<file path="config.mk">
export PLATFORM = sky130hd
export DESIGN_NAME = dfd_decoder
export DESIGN_NICKNAME = d
export VERILOG_FILES = /design/src/dfd_pkg.sv /design/src/dfd_di_if.sv /design/src/dfd_input_sync.sv /design/src/dfd_irq_status.sv /design/src/dfd_decoder.sv
export SDC_FILE = /design/constraint.sdc
export NUM_CORES = 1
export LEC_CHECK = 0
export BUFFER_PORTS_ARGS = -buffer_cell sky130_fd_sc_hd__buf_4
export CAP_MARGIN = 0
export CORE_UTILIZATION = 35
export DETAILED_ROUTE_END_ITERATION = 8
export PLACE_DENSITY = 0.5
export SLEW_MARGIN = 20
export SYNTH_ARGS = -nofsm -noshare
export SYNTH_HDL_FRONTEND = slang
export SYNTH_SLANG_ARGS = --single-unit
</file>
<file path="constraint.sdc">
create_clock -name clk -period 3.56 [get_ports clk]
set_clock_uncertainty 0.15 [all_clocks]
set_input_delay 0.178 -clock clk [delete_from_list [all_inputs] [get_ports clk]]
set_output_delay 0.178 -clock clk [all_outputs]
set_load 0.005 [all_outputs]
</file>
<file path="src/dfd_pkg.sv">
// constants shared by the digital input function decoder
package dfd_pkg;

    localparam int NUM_DI_DEFAULT = 8;
    localparam int CODE_W         = 8;
    localparam int MODE_W         = 5;
    localparam int FAULT_W        = 8;
    localparam int ADDR_W         = 8;
    localparam int DATA_W         = 32;

    // input function codes
    localparam logic [CODE_W-1:0] FN_DISABLED        = 8'h00;
    localparam logic [CODE_W-1:0] FN_EMERGENCY_STOP  = 8'h21;
    localparam logic [CODE_W-1:0] FN_REVERSE_LIMIT   = 8'h22;
    localparam logic [CODE_W-1:0] FN_FORWARD_LIMIT   = 8'h23;
    localparam logic [CODE_W-1:0] FN_HOME_SENSOR     = 8'h24;
    localparam logic [CODE_W-1:0] FN_GO_HOME         = 8'h27;
    localparam logic [CODE_W-1:0] FN_POSITION_SOURCE = 8'h2B;
    localparam logic [CODE_W-1:0] FN_CAM             = 8'h36;
    localparam logic [CODE_W-1:0] FN_JOG_FORWARD     = 8'h37;
    localparam logic [CODE_W-1:0] FN_JOG_REVERSE     = 8'h38;
    localparam logic [CODE_W-1:0] FN_EVENT_ONE       = 8'h39;
    localparam logic [CODE_W-1:0] FN_EVENT_TWO       = 8'h3A;
    localparam logic [CODE_W-1:0] FN_EVENT_THREE     = 8'h3B;
    localparam logic [CODE_W-1:0] FN_EVENT_FOUR      = 8'h3C;
    localparam logic [CODE_W-1:0] FN_GEAR_SEL_LO     = 8'h43;
    localparam logic [CODE_W-1:0] FN_GEAR_SEL_HI     = 8'h44;
    localparam logic [CODE_W-1:0] FN_PULSE_INHIBIT   = 8'h45;

    // fault codes, decimal 13..15 as shown on the drive display
    localparam logic [FAULT_W-1:0] FAULT_NONE           = 8'h00;
    localparam logic [FAULT_W-1:0] FAULT_EMERGENCY_STOP = 8'h0D;
    localparam logic [FAULT_W-1:0] FAULT_REVERSE_LIMIT  = 8'h0E;
    localparam logic [FAULT_W-1:0] FAULT_FORWARD_LIMIT  = 8'h0F;

    // control mode setting values
    localparam logic [MODE_W-1:0] MODE_SINGLE_MIN = 5'h0B;
    localparam logic [MODE_W-1:0] MODE_SINGLE_MAX = 5'h11;
    localparam logic [MODE_W-1:0] MODE_DUAL_MIN   = 5'h12;
    localparam logic [MODE_W-1:0] MODE_DUAL_MAX   = 5'h14;
    localparam logic [MODE_W-1:0] MODE_PT         = 5'h0B;
    localparam logic [MODE_W-1:0] MODE_PR         = 5'h0C;
    localparam logic [MODE_W-1:0] MODE_DUAL_POSITION_SOURCE_SWITCH = 5'h14;
    localparam logic [MODE_W-1:0] MODE_RESET      = 5'h0B;

    // register byte addresses
    localparam logic [ADDR_W-1:0] REG_FUNC_BASE  = 8'h00;
    localparam logic [ADDR_W-1:0] REG_CTRL_MODE  = 8'h20;
    localparam logic [ADDR_W-1:0] REG_LEVELS     = 8'h24;
    localparam logic [ADDR_W-1:0] REG_IRQ_STATUS = 8'h28;
    localparam logic [ADDR_W-1:0] REG_IRQ_MASK   = 8'h2C;
    localparam logic [ADDR_W-1:0] REG_FAULT      = 8'h30;
    localparam logic [ADDR_W-1:0] REG_RAW_INPUTS = 8'h34;

    // interrupt status bits
    localparam int IRQ_EMERGENCY_STOP = 0;
    localparam int IRQ_REVERSE_LIMIT  = 1;
    localparam int IRQ_FORWARD_LIMIT  = 2;
    localparam int IRQ_HOME_SEARCH    = 3;
    localparam int IRQ_GO_HOME        = 4;
    localparam int IRQ_EVENT_TRIGGER  = 5;
    localparam int IRQ_W              = 6;

    // first firmware revision with event triggers three and four
    localparam int MIN_REV_EVENT_34 = 1009;

    typedef enum logic [1:0] {
        DFD_POS_NONE = 2'b00,
        DFD_POS_PT   = 2'b01,
        DFD_POS_PR   = 2'b10
    } dfd_pos_t;

endpackage

</file>
<file path="src/dfd_di_if.sv">
// synchronised input levels and edges between the sampler and the decoder
interface dfd_di_if #(parameter int NUM_DI = 8);
    logic [NUM_DI-1:0] level;
    logic [NUM_DI-1:0] rise;
    logic [NUM_DI-1:0] fall;

    modport src (output level, output rise, output fall);
    modport dst (input level, input rise, input fall);
endinterface

</file>
<file path="src/dfd_input_sync.sv">
// two-flop synchroniser and edge detector for the digital inputs
module dfd_input_sync #(
    parameter int NUM_DI = 8
) (
    input  wire logic              clk,
    input  wire logic              reset,
    input  wire logic [NUM_DI-1:0] pinIn,
    dfd_di_if.src                  di
);
    logic [NUM_DI-1:0] meta;
    logic [NUM_DI-1:0] stable;
    logic [NUM_DI-1:0] prev;

    // meta feeds only stable
    always_ff @(posedge clk) begin
        if (reset) begin
            meta   <= '0;
            stable <= '0;
            prev   <= '0;
        end else begin
            meta   <= pinIn;
            stable <= meta;
            prev   <= stable;
        end
    end

    assign di.level = stable;
    assign di.rise  = stable & ~prev;
    assign di.fall  = ~stable & prev;
endmodule

</file>
<file path="src/dfd_irq_status.sv">
// sticky event status with write-one-to-clear, mask and level interrupt
module dfd_irq_status #(
    parameter int W = 6
) (
    input  wire logic         clk,
    input  wire logic         reset,
    input  wire logic [W-1:0] eventIn,
    input  wire logic         statusWrite,
    input  wire logic         maskWrite,
    input  wire logic [W-1:0] wrData,
    output logic      [W-1:0] status,
    output logic      [W-1:0] mask,
    output logic              irq
);
    logic [W-1:0] next_status;
    logic [W-1:0] next_mask;

    // a set in the clearing cycle survives
    always_comb begin
        next_status = (statusWrite ? (status & ~wrData) : status) | eventIn;
        next_mask   = maskWrite ? wrData : mask;
    end

    always_ff @(posedge clk) begin
        if (reset) begin
            status <= '0;
            mask   <= '0;
            irq    <= 1'b0;
        end else begin
            status <= next_status;
            mask   <= next_mask;
            irq    <= |(next_status & next_mask);
        end
    end
endmodule

</file>
<file path="src/dfd_decoder.sv">
// digital input function decoder: top level with register port
// Behaviour
// [RULE1] code 0x21 low raises emergency stop fault 13
// [RULE2] code 0x22 low raises reverse limit fault 14
// [RULE3] code 0x23 low raises forward limit fault 15
// [RULE4] code 0x24 either edge starts home search, PR
// [RULE5] code 0x27 rising edge starts go home, PR
// [RULE6] code 0x36 edges drive cam, PR, variant-gated
// [RULE7] code 0x37 high jogs forward, any mode
// [RULE8] code 0x38 high jogs reverse, any mode
// [RULE9] codes 0x39-0x3C fire events on edges, PR
// [RULE10] events three, four need revision 1009 onward
// [RULE11] codes 0x43/0x44 select gear numerator in PT
// [RULE12] code 0x45 high blocks pulse commands in PT
// [RULE13] integrator wires pulse inhibit to input eight
// [RULE14] code zero disables the input entirely
// [RULE15] modes 11-17 single, 18-20 dual
// [RULE16] code 0x2B switches PT off, PR on
// [RULE17] inputs synchronised; levels follow, edges pulse once
module dfd_decoder #(
    parameter int NUM_DI       = dfd_pkg::NUM_DI_DEFAULT,
    parameter int FIRMWARE_REV = 1009,
    parameter bit HAS_CAM      = 1'b1
) (
    input  wire logic                        clk,
    input  wire logic                        reset,
    input  wire logic [NUM_DI-1:0]           diPin,
    input  wire logic [dfd_pkg::ADDR_W-1:0]  regAddr,
    input  wire logic [dfd_pkg::DATA_W-1:0]  regWrData,
    input  wire logic                        regWrite,
    input  wire logic                        regRead,
    output logic      [dfd_pkg::DATA_W-1:0]  regRdData,
    output logic                             faultEmergencyStop,
    output logic                             faultReverseLimit,
    output logic                             faultForwardLimit,
    output logic      [dfd_pkg::FAULT_W-1:0] faultCode,
    output logic                             homeSearchStart,
    output logic                             goHomeStart,
    output logic                             camTrigger,
    output logic                             jogForward,
    output logic                             jogReverse,
    output logic      [3:0]                  eventTrigger,
    output logic      [1:0]                  gearNumeratorSel,
    output logic                             pulseInhibit,
    output logic                             internalPositionMode,
    output logic                             pulseTrainPositionMode,
    output logic                             irq
);
    if (NUM_DI < 1 || NUM_DI > 8) begin : g_check
        $error("NUM_DI must lie between 1 and 8");
    end

    localparam bit EVENT_34_PRESENT = (FIRMWARE_REV >= dfd_pkg::MIN_REV_EVENT_34);
    localparam int FUNC_IDX_W       = 3;

    dfd_di_if #(.NUM_DI(NUM_DI)) di ();

    logic [dfd_pkg::CODE_W-1:0] funcAssign [NUM_DI];
    logic [dfd_pkg::MODE_W-1:0] ctrlMode;
    dfd_pkg::dfd_pos_t          posMode;
    logic                       modeValid;
    logic                       modeDual;
    logic                       sourceSwitch;
    logic [dfd_pkg::IRQ_W-1:0]  irqEvents;
    logic [dfd_pkg::IRQ_W-1:0]  irqStatus;
    logic [dfd_pkg::IRQ_W-1:0]  irqMask;
    logic                       irqStatusWrite;
    logic                       irqMaskWrite;
    logic                       funcWrite;
    logic [FUNC_IDX_W-1:0]      funcIdx;

    logic                        next_faultEmergencyStop;
    logic                        next_faultReverseLimit;
    logic                        next_faultForwardLimit;
    logic [dfd_pkg::FAULT_W-1:0] next_faultCode;
    logic                        next_homeSearchStart;
    logic                        next_goHomeStart;
    logic                        next_camTrigger;
    logic                        next_jogForward;
    logic                        next_jogReverse;
    logic [3:0]                  next_eventTrigger;
    logic [1:0]                  next_gearNumeratorSel;
    logic                        next_pulseInhibit;

    dfd_input_sync #(.NUM_DI(NUM_DI)) u_sync (
        .clk   (clk),
        .reset (reset),
        .pinIn (diPin),
        .di    (di.src)
    );

    // true when an input carrying code shows a set bit in vec
    function automatic logic hit(input logic [dfd_pkg::CODE_W-1:0] code, input logic [NUM_DI-1:0] vec);
        logic found;
        found = 1'b0;
        for (int i = 0; i < NUM_DI; i++) begin
            // code zero never matches a function
            if (code != dfd_pkg::FN_DISABLED && funcAssign[i] == code && vec[i]) begin // [RULE14]
                found = 1'b1;
            end
        end
        return found;
    endfunction

    // normally closed contact: fault when an assigned input is open
    function automatic logic openContact(input logic [dfd_pkg::CODE_W-1:0] code);
        return hit(code, ~di.level);
    endfunction

    // register write decode
    always_comb begin
        funcWrite      = regWrite && regAddr[7:5] == dfd_pkg::REG_FUNC_BASE[7:5]
                         && regAddr[1:0] == 2'b00 && int'(regAddr[4:2]) < NUM_DI;
        funcIdx        = regAddr[4:2];
        irqStatusWrite = regWrite && regAddr == dfd_pkg::REG_IRQ_STATUS;
        irqMaskWrite   = regWrite && regAddr == dfd_pkg::REG_IRQ_MASK;
    end

    always_ff @(posedge clk) begin
        if (reset) begin
            for (int i = 0; i < NUM_DI; i++) begin
                funcAssign[i] <= dfd_pkg::FN_DISABLED;
            end
        end else if (funcWrite) begin
            funcAssign[funcIdx] <= regWrData[dfd_pkg::CODE_W-1:0];
        end
    end

    always_ff @(posedge clk) begin
        if (reset) begin
            ctrlMode <= dfd_pkg::MODE_RESET;
        end else if (regWrite && regAddr == dfd_pkg::REG_CTRL_MODE) begin
            ctrlMode <= regWrData[dfd_pkg::MODE_W-1:0];
        end
    end

    // control mode: PT and PR fix the source, dual POSITION_SOURCE_SWITCH follows the switch input, other modes select none
    always_comb begin
        modeValid    = ctrlMode >= dfd_pkg::MODE_SINGLE_MIN && ctrlMode <= dfd_pkg::MODE_DUAL_MAX; // [RULE15]
        modeDual     = ctrlMode >= dfd_pkg::MODE_DUAL_MIN && ctrlMode <= dfd_pkg::MODE_DUAL_MAX; // [RULE15]
        sourceSwitch = hit(dfd_pkg::FN_POSITION_SOURCE, di.level);
        if (ctrlMode == dfd_pkg::MODE_PT) begin
            posMode = dfd_pkg::DFD_POS_PT;
        end else if (ctrlMode == dfd_pkg::MODE_PR) begin
            posMode = dfd_pkg::DFD_POS_PR;
        end else if (ctrlMode == dfd_pkg::MODE_DUAL_POSITION_SOURCE_SWITCH) begin
            posMode = sourceSwitch ? dfd_pkg::DFD_POS_PR : dfd_pkg::DFD_POS_PT; // [RULE16]
        end else begin
            posMode = dfd_pkg::DFD_POS_NONE;
        end
    end

    // decoded commands; edges come from the synchronised sampler so each lasts one cycle
    always_comb begin
        next_faultEmergencyStop = openContact(dfd_pkg::FN_EMERGENCY_STOP); // [RULE1]
        next_faultReverseLimit  = openContact(dfd_pkg::FN_REVERSE_LIMIT); // [RULE2]
        next_faultForwardLimit  = openContact(dfd_pkg::FN_FORWARD_LIMIT); // [RULE3]
        // emergency stop outranks the travel limits on the fault display
        if (next_faultEmergencyStop) begin
            next_faultCode = dfd_pkg::FAULT_EMERGENCY_STOP; // [RULE1]
        end else if (next_faultReverseLimit) begin
            next_faultCode = dfd_pkg::FAULT_REVERSE_LIMIT; // [RULE2]
        end else if (next_faultForwardLimit) begin
            next_faultCode = dfd_pkg::FAULT_FORWARD_LIMIT; // [RULE3]
        end else begin
            next_faultCode = dfd_pkg::FAULT_NONE;
        end
        next_jogForward = hit(dfd_pkg::FN_JOG_FORWARD, di.level); // [RULE7] [RULE17]
        next_jogReverse = hit(dfd_pkg::FN_JOG_REVERSE, di.level); // [RULE8] [RULE17]
        next_homeSearchStart = 1'b0;
        next_goHomeStart     = 1'b0;
        next_camTrigger      = 1'b0;
        next_eventTrigger    = 4'h0;
        next_gearNumeratorSel = 2'b00;
        next_pulseInhibit     = 1'b0;
        unique case (posMode)
            dfd_pkg::DFD_POS_PR: begin
                next_homeSearchStart = hit(dfd_pkg::FN_HOME_SENSOR, di.rise | di.fall); // [RULE4] [RULE17]
                next_goHomeStart     = hit(dfd_pkg::FN_GO_HOME, di.rise); // [RULE5]
                next_camTrigger      = HAS_CAM && hit(dfd_pkg::FN_CAM, di.rise | di.fall); // [RULE6]
                next_eventTrigger[0] = hit(dfd_pkg::FN_EVENT_ONE, di.rise | di.fall); // [RULE9]
                next_eventTrigger[1] = hit(dfd_pkg::FN_EVENT_TWO, di.rise | di.fall); // [RULE9]
                next_eventTrigger[2] = EVENT_34_PRESENT
                                       && hit(dfd_pkg::FN_EVENT_THREE, di.rise | di.fall); // [RULE9] [RULE10]
                next_eventTrigger[3] = EVENT_34_PRESENT
                                       && hit(dfd_pkg::FN_EVENT_FOUR, di.rise | di.fall); // [RULE9] [RULE10]
            end
            dfd_pkg::DFD_POS_PT: begin
                next_gearNumeratorSel = {hit(dfd_pkg::FN_GEAR_SEL_HI, di.level),
                                         hit(dfd_pkg::FN_GEAR_SEL_LO, di.level)}; // [RULE11]
                // same latency on every input, though input eight is the one the integrator is asked to use
                next_pulseInhibit = hit(dfd_pkg::FN_PULSE_INHIBIT, di.level); // [RULE12] [RULE13]
            end
            dfd_pkg::DFD_POS_NONE: begin
            end
            default: begin
            end
        endcase
    end

    always_ff @(posedge clk) begin
        if (reset) begin
            faultEmergencyStop <= 1'b0;
            faultReverseLimit  <= 1'b0;
            faultForwardLimit  <= 1'b0;
            faultCode          <= dfd_pkg::FAULT_NONE;
        end else begin
            faultEmergencyStop <= next_faultEmergencyStop;
            faultReverseLimit  <= next_faultReverseLimit;
            faultForwardLimit  <= next_faultForwardLimit;
            faultCode          <= next_faultCode;
        end
    end

    always_ff @(posedge clk) begin
        if (reset) begin
            homeSearchStart        <= 1'b0;
            goHomeStart            <= 1'b0;
            camTrigger             <= 1'b0;
            jogForward             <= 1'b0;
            jogReverse             <= 1'b0;
            eventTrigger           <= 4'h0;
            gearNumeratorSel       <= 2'b00;
            pulseInhibit           <= 1'b0;
            internalPositionMode   <= 1'b0;
            pulseTrainPositionMode <= 1'b0;
        end else begin
            homeSearchStart        <= next_homeSearchStart;
            goHomeStart            <= next_goHomeStart;
            camTrigger             <= next_camTrigger;
            jogForward             <= next_jogForward;
            jogReverse             <= next_jogReverse;
            eventTrigger           <= next_eventTrigger;
            gearNumeratorSel       <= next_gearNumeratorSel;
            pulseInhibit           <= next_pulseInhibit;
            internalPositionMode   <= posMode == dfd_pkg::DFD_POS_PR;
            pulseTrainPositionMode <= posMode == dfd_pkg::DFD_POS_PT;
        end
    end

    // faults interrupt on onset only, so a held fault does not refire after clearing
    always_comb begin
        irqEvents                              = '0;
        irqEvents[dfd_pkg::IRQ_EMERGENCY_STOP] = next_faultEmergencyStop & ~faultEmergencyStop;
        irqEvents[dfd_pkg::IRQ_REVERSE_LIMIT]  = next_faultReverseLimit & ~faultReverseLimit;
        irqEvents[dfd_pkg::IRQ_FORWARD_LIMIT]  = next_faultForwardLimit & ~faultForwardLimit;
        irqEvents[dfd_pkg::IRQ_HOME_SEARCH]    = next_homeSearchStart;
        irqEvents[dfd_pkg::IRQ_GO_HOME]        = next_goHomeStart;
        irqEvents[dfd_pkg::IRQ_EVENT_TRIGGER]  = |next_eventTrigger;
    end

    dfd_irq_status #(.W(dfd_pkg::IRQ_W)) u_irq (
        .clk         (clk),
        .reset       (reset),
        .eventIn     (irqEvents),
        .statusWrite (irqStatusWrite),
        .maskWrite   (irqMaskWrite),
        .wrData      (regWrData[dfd_pkg::IRQ_W-1:0]),
        .status      (irqStatus),
        .mask        (irqMask),
        .irq         (irq)
    );

    // read data stand one cycle after the strobe, zero otherwise
    always_ff @(posedge clk) begin
        if (reset) begin
            regRdData <= '0;
        end else if (!regRead) begin
            regRdData <= '0;
        end else if (regAddr[7:5] == dfd_pkg::REG_FUNC_BASE[7:5] && regAddr[1:0] == 2'b00) begin
            regRdData <= (int'(regAddr[4:2]) < NUM_DI)
                         ? {{(dfd_pkg::DATA_W-dfd_pkg::CODE_W){1'b0}}, funcAssign[regAddr[4:2]]} : '0;
        end else begin
            unique case (regAddr)
                dfd_pkg::REG_CTRL_MODE:  regRdData <= {{(dfd_pkg::DATA_W-dfd_pkg::MODE_W-3){1'b0}},
                                                       modeDual, modeValid, 1'b0, ctrlMode};
                dfd_pkg::REG_LEVELS:     regRdData <= {16'h0000, pulseTrainPositionMode, internalPositionMode,
                                                       pulseInhibit, gearNumeratorSel, jogReverse, jogForward,
                                                       sourceSwitch, 8'h00};
                dfd_pkg::REG_IRQ_STATUS: regRdData <= {{(dfd_pkg::DATA_W-dfd_pkg::IRQ_W){1'b0}}, irqStatus};
                dfd_pkg::REG_IRQ_MASK:   regRdData <= {{(dfd_pkg::DATA_W-dfd_pkg::IRQ_W){1'b0}}, irqMask};
                dfd_pkg::REG_FAULT:      regRdData <= {21'h000000, faultForwardLimit, faultReverseLimit,
                                                       faultEmergencyStop, faultCode};
                dfd_pkg::REG_RAW_INPUTS: regRdData <= {{(dfd_pkg::DATA_W-NUM_DI){1'b0}}, di.level};
                default:                 regRdData <= '0;
            endcase
        end
    end
endmodule

</file>
Word-level counts from Yosys, hierarchy flattened

Memory sizes are Yosys's and may differ from the RTL's.
Index checks and enable logic that the tools add are counted.

$add $sub $neg: 0
$mul: 0
Divide/modulo/power cells: 0
$lt $le $gt $ge: 3
Equal/unequal tests: 139
Shifts and indexed selects: 0
Muxes and demuxes: 150
Bitwise gates (word level): 18
Reduce and logical (&&, ||, !) cells: 147

Operators with widths:

| operator                                                           | number |
|---|---|
| equality test 8 x 6 -> 1 bit (second input constant)               | 110 |
| equality test 8 x 7 -> 1 bit (second input constant)               | 24 |
| logical AND 1 bit                                                  | 136 |
| 2-to-1 mux 1 bit                                                   | 136 |
| case mux 16 bit (6 select lines)                                   | 1 |
| bitwise AND 8 bit                                                  | 2 |
| 2-to-1 mux 4 bit                                                   | 4 |
| 2-to-1 mux 8 bit                                                   | 2 |
| inverter 8 bit                                                     | 2 |
| bitwise AND 6 bit                                                  | 2 |
| 2-to-1 mux 6 bit                                                   | 2 |
| equality test 5 x 4 -> 1 bit (second input constant)               | 2 |
| 2-to-1 mux 2 bit                                                   | 4 |
| OR 8 bit                                                           | 1 |
| OR reduction 2 bit                                                 | 4 |
| OR reduction 8 bit                                                 | 1 |
| inverter 1 bit                                                     | 6 |
| inverter 6 bit                                                     | 1 |
| OR 6 bit                                                           | 1 |
| OR reduction 3 bit                                                 | 2 |
| OR reduction 6 bit                                                 | 1 |
| equality test 5 bit (second input constant)                        | 1 |
| greater-or-equal comparator 5 x 4 -> 1 bit (second input constant) | 1 |
| greater-or-equal comparator 5 bit (second input constant)          | 1 |
| 8 further kinds                                                    | 10 |

Register bits: 83
Latch bits: 0
Memory bits (writable): 64
ROM bits: 0
Input port bits: 52
Output and inout bits: 58
Word-level logic and storage cells: 483
Memories kept: 1

Memories:

| memory     | words | width | read ports | clocked after Yosys merged registers in | wr ports | line              | RTL |
|---|---|---|---|---|---|---|---|
| funcAssign | 8     | 8     | 9          | 0                                       | 8        | dfd_decoder.sv:58 | `logic [dfd_pkg::CODE_W-1:0] funcAssign [NUM_DI];` |

Logic depth before layout (Yosys ltp)

An unclocked memory read counts as a cell.

Depth after elaboration: 21
Depth in mapped cells: 11
Gate-level depth less buffers: 10

By module

A second synthesis with hierarchy kept.

Cells, all modules: 803
Area, all modules: 7888.8 um^2

By module, submodules not included:

| module         | times used | cells each | area an instance (um^2) | sequential area each (um^2) |
|---|---|---|---|---|
| dfd_decoder    | 1          | 687        | 6627.6                  | 2742.6 |
| dfd_input_sync | 1          | 66         | 793.3                   | 480.5 |
| dfd_irq_status | 1          | 50         | 467.9                   | 260.2 |

Worst setup path before layout

Ideal clock, no wire load.

Path kind: reg-to-reg
Start: register u_sync.stable[1], in the netlist u_sync.di.level[1]
End: register u_irq.irq
Library setup time: 0.134 ns
Data arrival time: 2.516 ns
Data required time: 3.276 ns
Path slack: 0.760 ns
Stages on the path, launching flop included: 9
Path through: dfxtp_1 > ha_1 > nor4_1 > a2111oi_1 > nand4_1 > or4_1 > a32o_1 > nor2b_1 > or4_1

Word-level cells in the longest chain between the ends: 18
Elaborated cells on any way between the ends: 99

Ends and longest elaborated chain:

| item                          | line                 | RTL |
|---|---|---|
| start, declared               | dfd_input_sync.sv:11 | `logic [NUM_DI-1:0] stable;` |
| start signal, assigned        | dfd_input_sync.sv:22 | `stable <= meta;` |
| logical AND 1 bit             | dfd_decoder.sv:98    | `if (code != dfd_pkg::FN_DISABLED && funcAssign[i] == code && vec[i]) begin` |
| 2-to-1 mux 1 bit (7 in a row) | dfd_decoder.sv:98    |  |
| 2-to-1 mux 2 bit              | dfd_decoder.sv:147   | `posMode = sourceSwitch ? dfd_pkg::DFD_POS_PR : dfd_pkg::DFD_POS_PT;` |
| 2-to-1 mux 2 bit              | dfd_decoder.sv:146   | `end else if (ctrlMode == dfd_pkg::MODE_DUAL_POSITION_SOURCE_SWITCH) begin` |
| 2-to-1 mux 2 bit              | dfd_decoder.sv:144   | `end else if (ctrlMode == dfd_pkg::MODE_PR) begin` |
| 2-to-1 mux 2 bit              | dfd_decoder.sv:142   | `if (ctrlMode == dfd_pkg::MODE_PT) begin` |
| equality test 2 bit           | dfd_decoder.sv:176   | `unique case (posMode)` |
| 2-to-1 mux 4 bit              | dfd_decoder.sv:176   |  |
| OR reduction 4 bit            | dfd_decoder.sv:249   | `irqEvents[dfd_pkg::IRQ_EVENT_TRIGGER] = \|next_eventTrigger;` |
| OR 6 bit *                    | dfd_irq_status.sv:20 | `next_status = (statusWrite ? (status & ~wrData) : status) \| eventIn;` |
| bitwise AND 6 bit *           | dfd_irq_status.sv:32 | `irq <= \|(next_status & next_mask);` |
| OR reduction 6 bit *          | dfd_irq_status.sv:32 |  |
| end signal, assigned          | dfd_irq_status.sv:32 |  |
| end, declared                 | dfd_irq_status.sv:13 | `output logic irq` |

Every way passes the cells marked *; elsewhere a longest branch is shown, timed or not.
A chain may end at the register's enable or synchronous reset.

==> reports/results.txt <==
Entering global routing, the biggest net connects 49 pins. The run gives 0 as the count of maximum capacitance violations. The congestion estimate from routability-driven global placement came to 0.9826. The final layout contains routed wiring with a total length of 29.84 mm. The via count of the first global-routing pass is 6446, and the data required time of the worst path is 3.71 ns. Setup repair after global routing left no endpoint under its margin.

Summing all non-filler instances in the final layout gives an area of 0.009544 mm2. The maximum clock path buffer count is 2, and the worst path arrival time is 3.63 ns. The clock power share was 46.5%; the number of synthesized register bits was 142.

The placed instances occupy a cell area of 0.008707 mm2. Global routing consumed, over all layers together, 27.33% of the routing resources. The logs give 1207 for the post-layout instance count excluding filler cells and 23.39 mm for the final HPWL from detailed placement.

Start point of the critical path: funcAssign[0][4]. The worst register-to-register path begins at funcAssign[0][4]. In this run the tool buffered the top-level ports with 65 buffer cells.

Measured in cells, the most critical reg-to-reg path has a length of 9. Fill cells in the final layout number 2026. The final cycle utilization of the critical path is 97.65%, and the hold slack is 0.008741 ns. The kind of critical path is reg -> reg. Based on the critical path, the design can be clocked at up to 287.7 MHz. The remaining max-slew budget at the tightest pin is 30.00%, and the chip width is 149.8 um. STA classifies the critical path startpoint as a flip-flop.

In the final routed layout, each cell accounts on average for 24.73 um. In this run switching power makes up 26.42% of total power. The tools report the worst slack at placement as 0.03405 ns. Slew of the pin with the lowest slew margin: 1.036 ns. The number of top-level pins is 110, and the synthesized area divided by synthesized cell count is 9.715 um2.

Cells with a size suffix above 1 make up 19.98% of the layout. Across the VDD grid, the largest voltage drop is 272.9 uV. After clock tree synthesis, the clock-pin slew on the worst setup and hold paths is 0.07 ns. Combinational power share: 8.7%.

In this run, flip-flops and latches consume 44.7% of the power. Dividing total power by cell area gives a power density of 428.4 mW/mm2. The first routing iteration left 934 violations. The first global-routing pass estimated 42.97 mm of wire.

The tools report the internal power of the cells as 3.008 mW. For the worst-skew pair, the clock arrives at the later sink with an insertion delay of 0.43 ns. Post-CTS timing repair inserted 0 buffers for setup. The relative area change from synthesis to final layout came out at 24.82%. The ratio of routed vias to standard cells is 5.714, and the share of synthesized area occupied by flip-flops and latches is 45.56%. The die area is 0.02244 mm2, and the overall die height is 149.8 um. In this run the power spent charging and discharging nets is 1.080 mW. The proportion of register bits with asynchronous set or reset after synthesis was 0%.

Clock root buffer master: clkbuf_16. Synthesis handed over a netlist of 787 instances. The run finished with clean final reports.

The initial cell density of the core is 36.03%. In the final layout, the multi-input gates occupy 0.003913 mm2. TritonCTS built the clock tree. The initial antenna violation count is 0. The number of placed instances, taps included, is 1154.

The row count was 53; the minimum clock period was 3.476 ns. The netlist uses 60 different library cells. Commonest register cell after synthesis: dfxtp_1. The core region is 0.02122 mm2.

Overall overflow remaining after global route: 0. The number of hold-slack violations in the final timing report is 0. The end of the worst register-to-register path is u_irq.irq. The number of clock sinks is 142, and the number of nets at the end of the flow is 978. The tools report the area of all sequential standard cells as 0.003483 mm2. The static leakage was 3.556 nW; the TritonCTS buffer count was 17.

Detailed routing inserted a total of 6897 vias. The largest fanout on the critical path was 5. First-pass detailed-route iteration total: 5. Critical path endpoint category: a flip-flop. Adding up every negative setup slack in the final design gives 0 ns. Counting flops with a built-in enable in the synthesized netlist gives 64.

The tools report the end point of the critical path as u_irq.irq. The H-tree generated during clock tree synthesis spans 4 levels. For flop-to-flop paths, the worst setup slack is 0.08 ns. The number of warnings issued by yosys came out at 0. After detailed routing, the number of remaining DRC violations is 0. After synthesis the cells add up to 0.007646 mm2. The logs give 0 for the number of endpoints failing setup at the final stage and 0.08377 ns for the post-route worst setup slack. The tools report the remaining antenna violation count after routing as 0.

Worst hold path class: in -> reg. The tools report the number of max-slew violations in the final report as 0.
[synthesized netlist by cell type, types with 9 or more instances]
cell type,number,share of area (%)
nand4_1,32,2.6
a31oi_1,9,0.74
nor4b_1,10,1.1
nor2b_1,45,3.7
mux4_2,15,4.4
edfxtp_1,64,25
dfxtp_1,78,20
buf_4,23,2.3
inv_1,17,0.83
nor4_1,27,2.2
nor2_1,71,3.5
and2_1,80,6.5
clkbuf_1,22,1.1
mux2i_1,9,1.2
a21oi_1,14,0.92
nand2b_1,25,2.0
nand2_1,52,2.6
nor3_1,23,1.5
or2_2,9,0.74
o21ai_0,12,0.79
nand3_1,31,2.0
[state kept, by name, summed over array words and instances, names as in the netlist, 3 cells and up]
signal / count
ctrlMode: 5
eventTrigger: 4
faultCode: 3
funcAssign: 64
regRdData: 16
u_irq.mask: 6
u_irq.status: 6
u_sync.di.level: 8
u_sync.meta: 8
u_sync.prev: 8
[logic make-up (layout without fill, tap and decap cells)]
kind of cell	count (synthesis)	in the layout	share of synthesized area [%]
AND/OR/NAND/NOR	443	443	32.88
flip-flops	142	142	45.56
AO/OA/AOI/OAI	96	96	9.017
buffers and inverters	66	191	4.369
multiplexers	31	31	6.824
adder cells (fa/ha/maj)	8	8	1.309
other	1	21	0.04904
[area by class of cell]
cell class / count / area share, %
inverters: 17 / 0.6686
clock buffers: 18 / 4.719
diodes: 1 / 0.02622
repair buffers: 142 / 11.69
well taps: 275 / 3.605
clock inverters: 14 / 1.796
flip-flops and latches: 142 / 36.50
multi-input cells: 598 / 40.99
[how the worst min path moves through the flow]
stage                  from               end  cells after the start
2_1_floorplan      diPin[0]    u_sync.meta[0]                      1
3_3_place_gp       diPin[6]    u_sync.meta[6]                      2
3_5_place_dp       diPin[1]    u_sync.meta[1]                      2
4_1_cts        regWrData[5]     u_irq.mask[5]                      3
5_1_grt        regWrData[5]  funcAssign[2][5]                      2
6_report       regWrData[5]     u_irq.mask[5]                      3
[critical path: stages (launching register included)]
cell and delay (ns):
edfxtp_1 0.44, or4bb_1 0.29, nor3b_1 0.13, a2111oi_1 0.55
buf_4 0.19, nand4_1 0.10, or4_1 0.64, a32o_1 0.27
nor2b_1 0.13, or4_1 0.46
[power groups by stage]
| stage | logic (mW) | registers, mW | clock network [mW] |
|---|---|---|---|
| after detailed placement | 0.337 | 1.86 | 0 |
| after CTS | 0.353 | 1.83 | 1.93 |
| after floorplan | 0.203 | 1.83 | 0 |
| after global routing | 0.379 | 1.83 | 2.00 |
| final | 0.357 | 1.83 | 1.90 |
| after global placement | 0.335 | 1.86 | 0 |
[placed cells by master (no fill, tap or decap), types with 4 or more instances in the layout]
cell type      netlist  layout
a21oi_1             14      14
mux2_2               6       6
nor2_1              71      71
nand4_1             32      32
o21ai_0             12      12
nand2_1             52      52
mux2i_1              9       9
and4b_1              8       8
inv_8                0       5
conb_1               1      20
a222oi_1             6       6
a221oi_1             4       4
o211ai_1             7       7
o22ai_1              7       7
nor3_1              23      23
nand3_1             31      31
a31oi_1              9       9
or2_2                9       9
a22oi_1              7       7
and2_1              80      80
nor3b_1              4       4
dlygate4sd3_1        0      20
dfxtp_1             78      78
a41oi_1              6       6
o32ai_1              4       4
nor4_1              27      27
nand2b_1            25      25
ha_1                 8       8
nor2b_1             45      45
nand4bb_1            5       5
mux4_2              15      15
nor4b_1             10      10
edfxtp_1            64      64
inv_1               17      17
buf_4               23     122
clkbuf_16            0      18
[per-stage QoR]
step | power (mW) | utilization, %
after floorplan | 2.035 | -
after global placement | 2.195 | 41.03
after detailed placement | 2.198 | 41.03
after CTS | 4.105 | 44.91
after global routing | 4.213 | 44.96
final | 4.088 | 44.98
[metal layers]
metal	track usage (%)	vias to the layer above	share of wire, %
met2	41.39	330	45
met3	7.043	48	7.9
met4	10.35	0	3.1
met5	0	-	0
li1	-	3159	-
met1	37.21	3360	44
[timing repair]
| action | CTS | global route |
|---|---|---|
| resized for setup | 0 | 4 |
| hold endpoints to repair | 30 | 0 |
| setup endpoints to repair | 0 | 1 |
| hold buffers | 20 | 0 |
(Power assumes the default switching activity.)
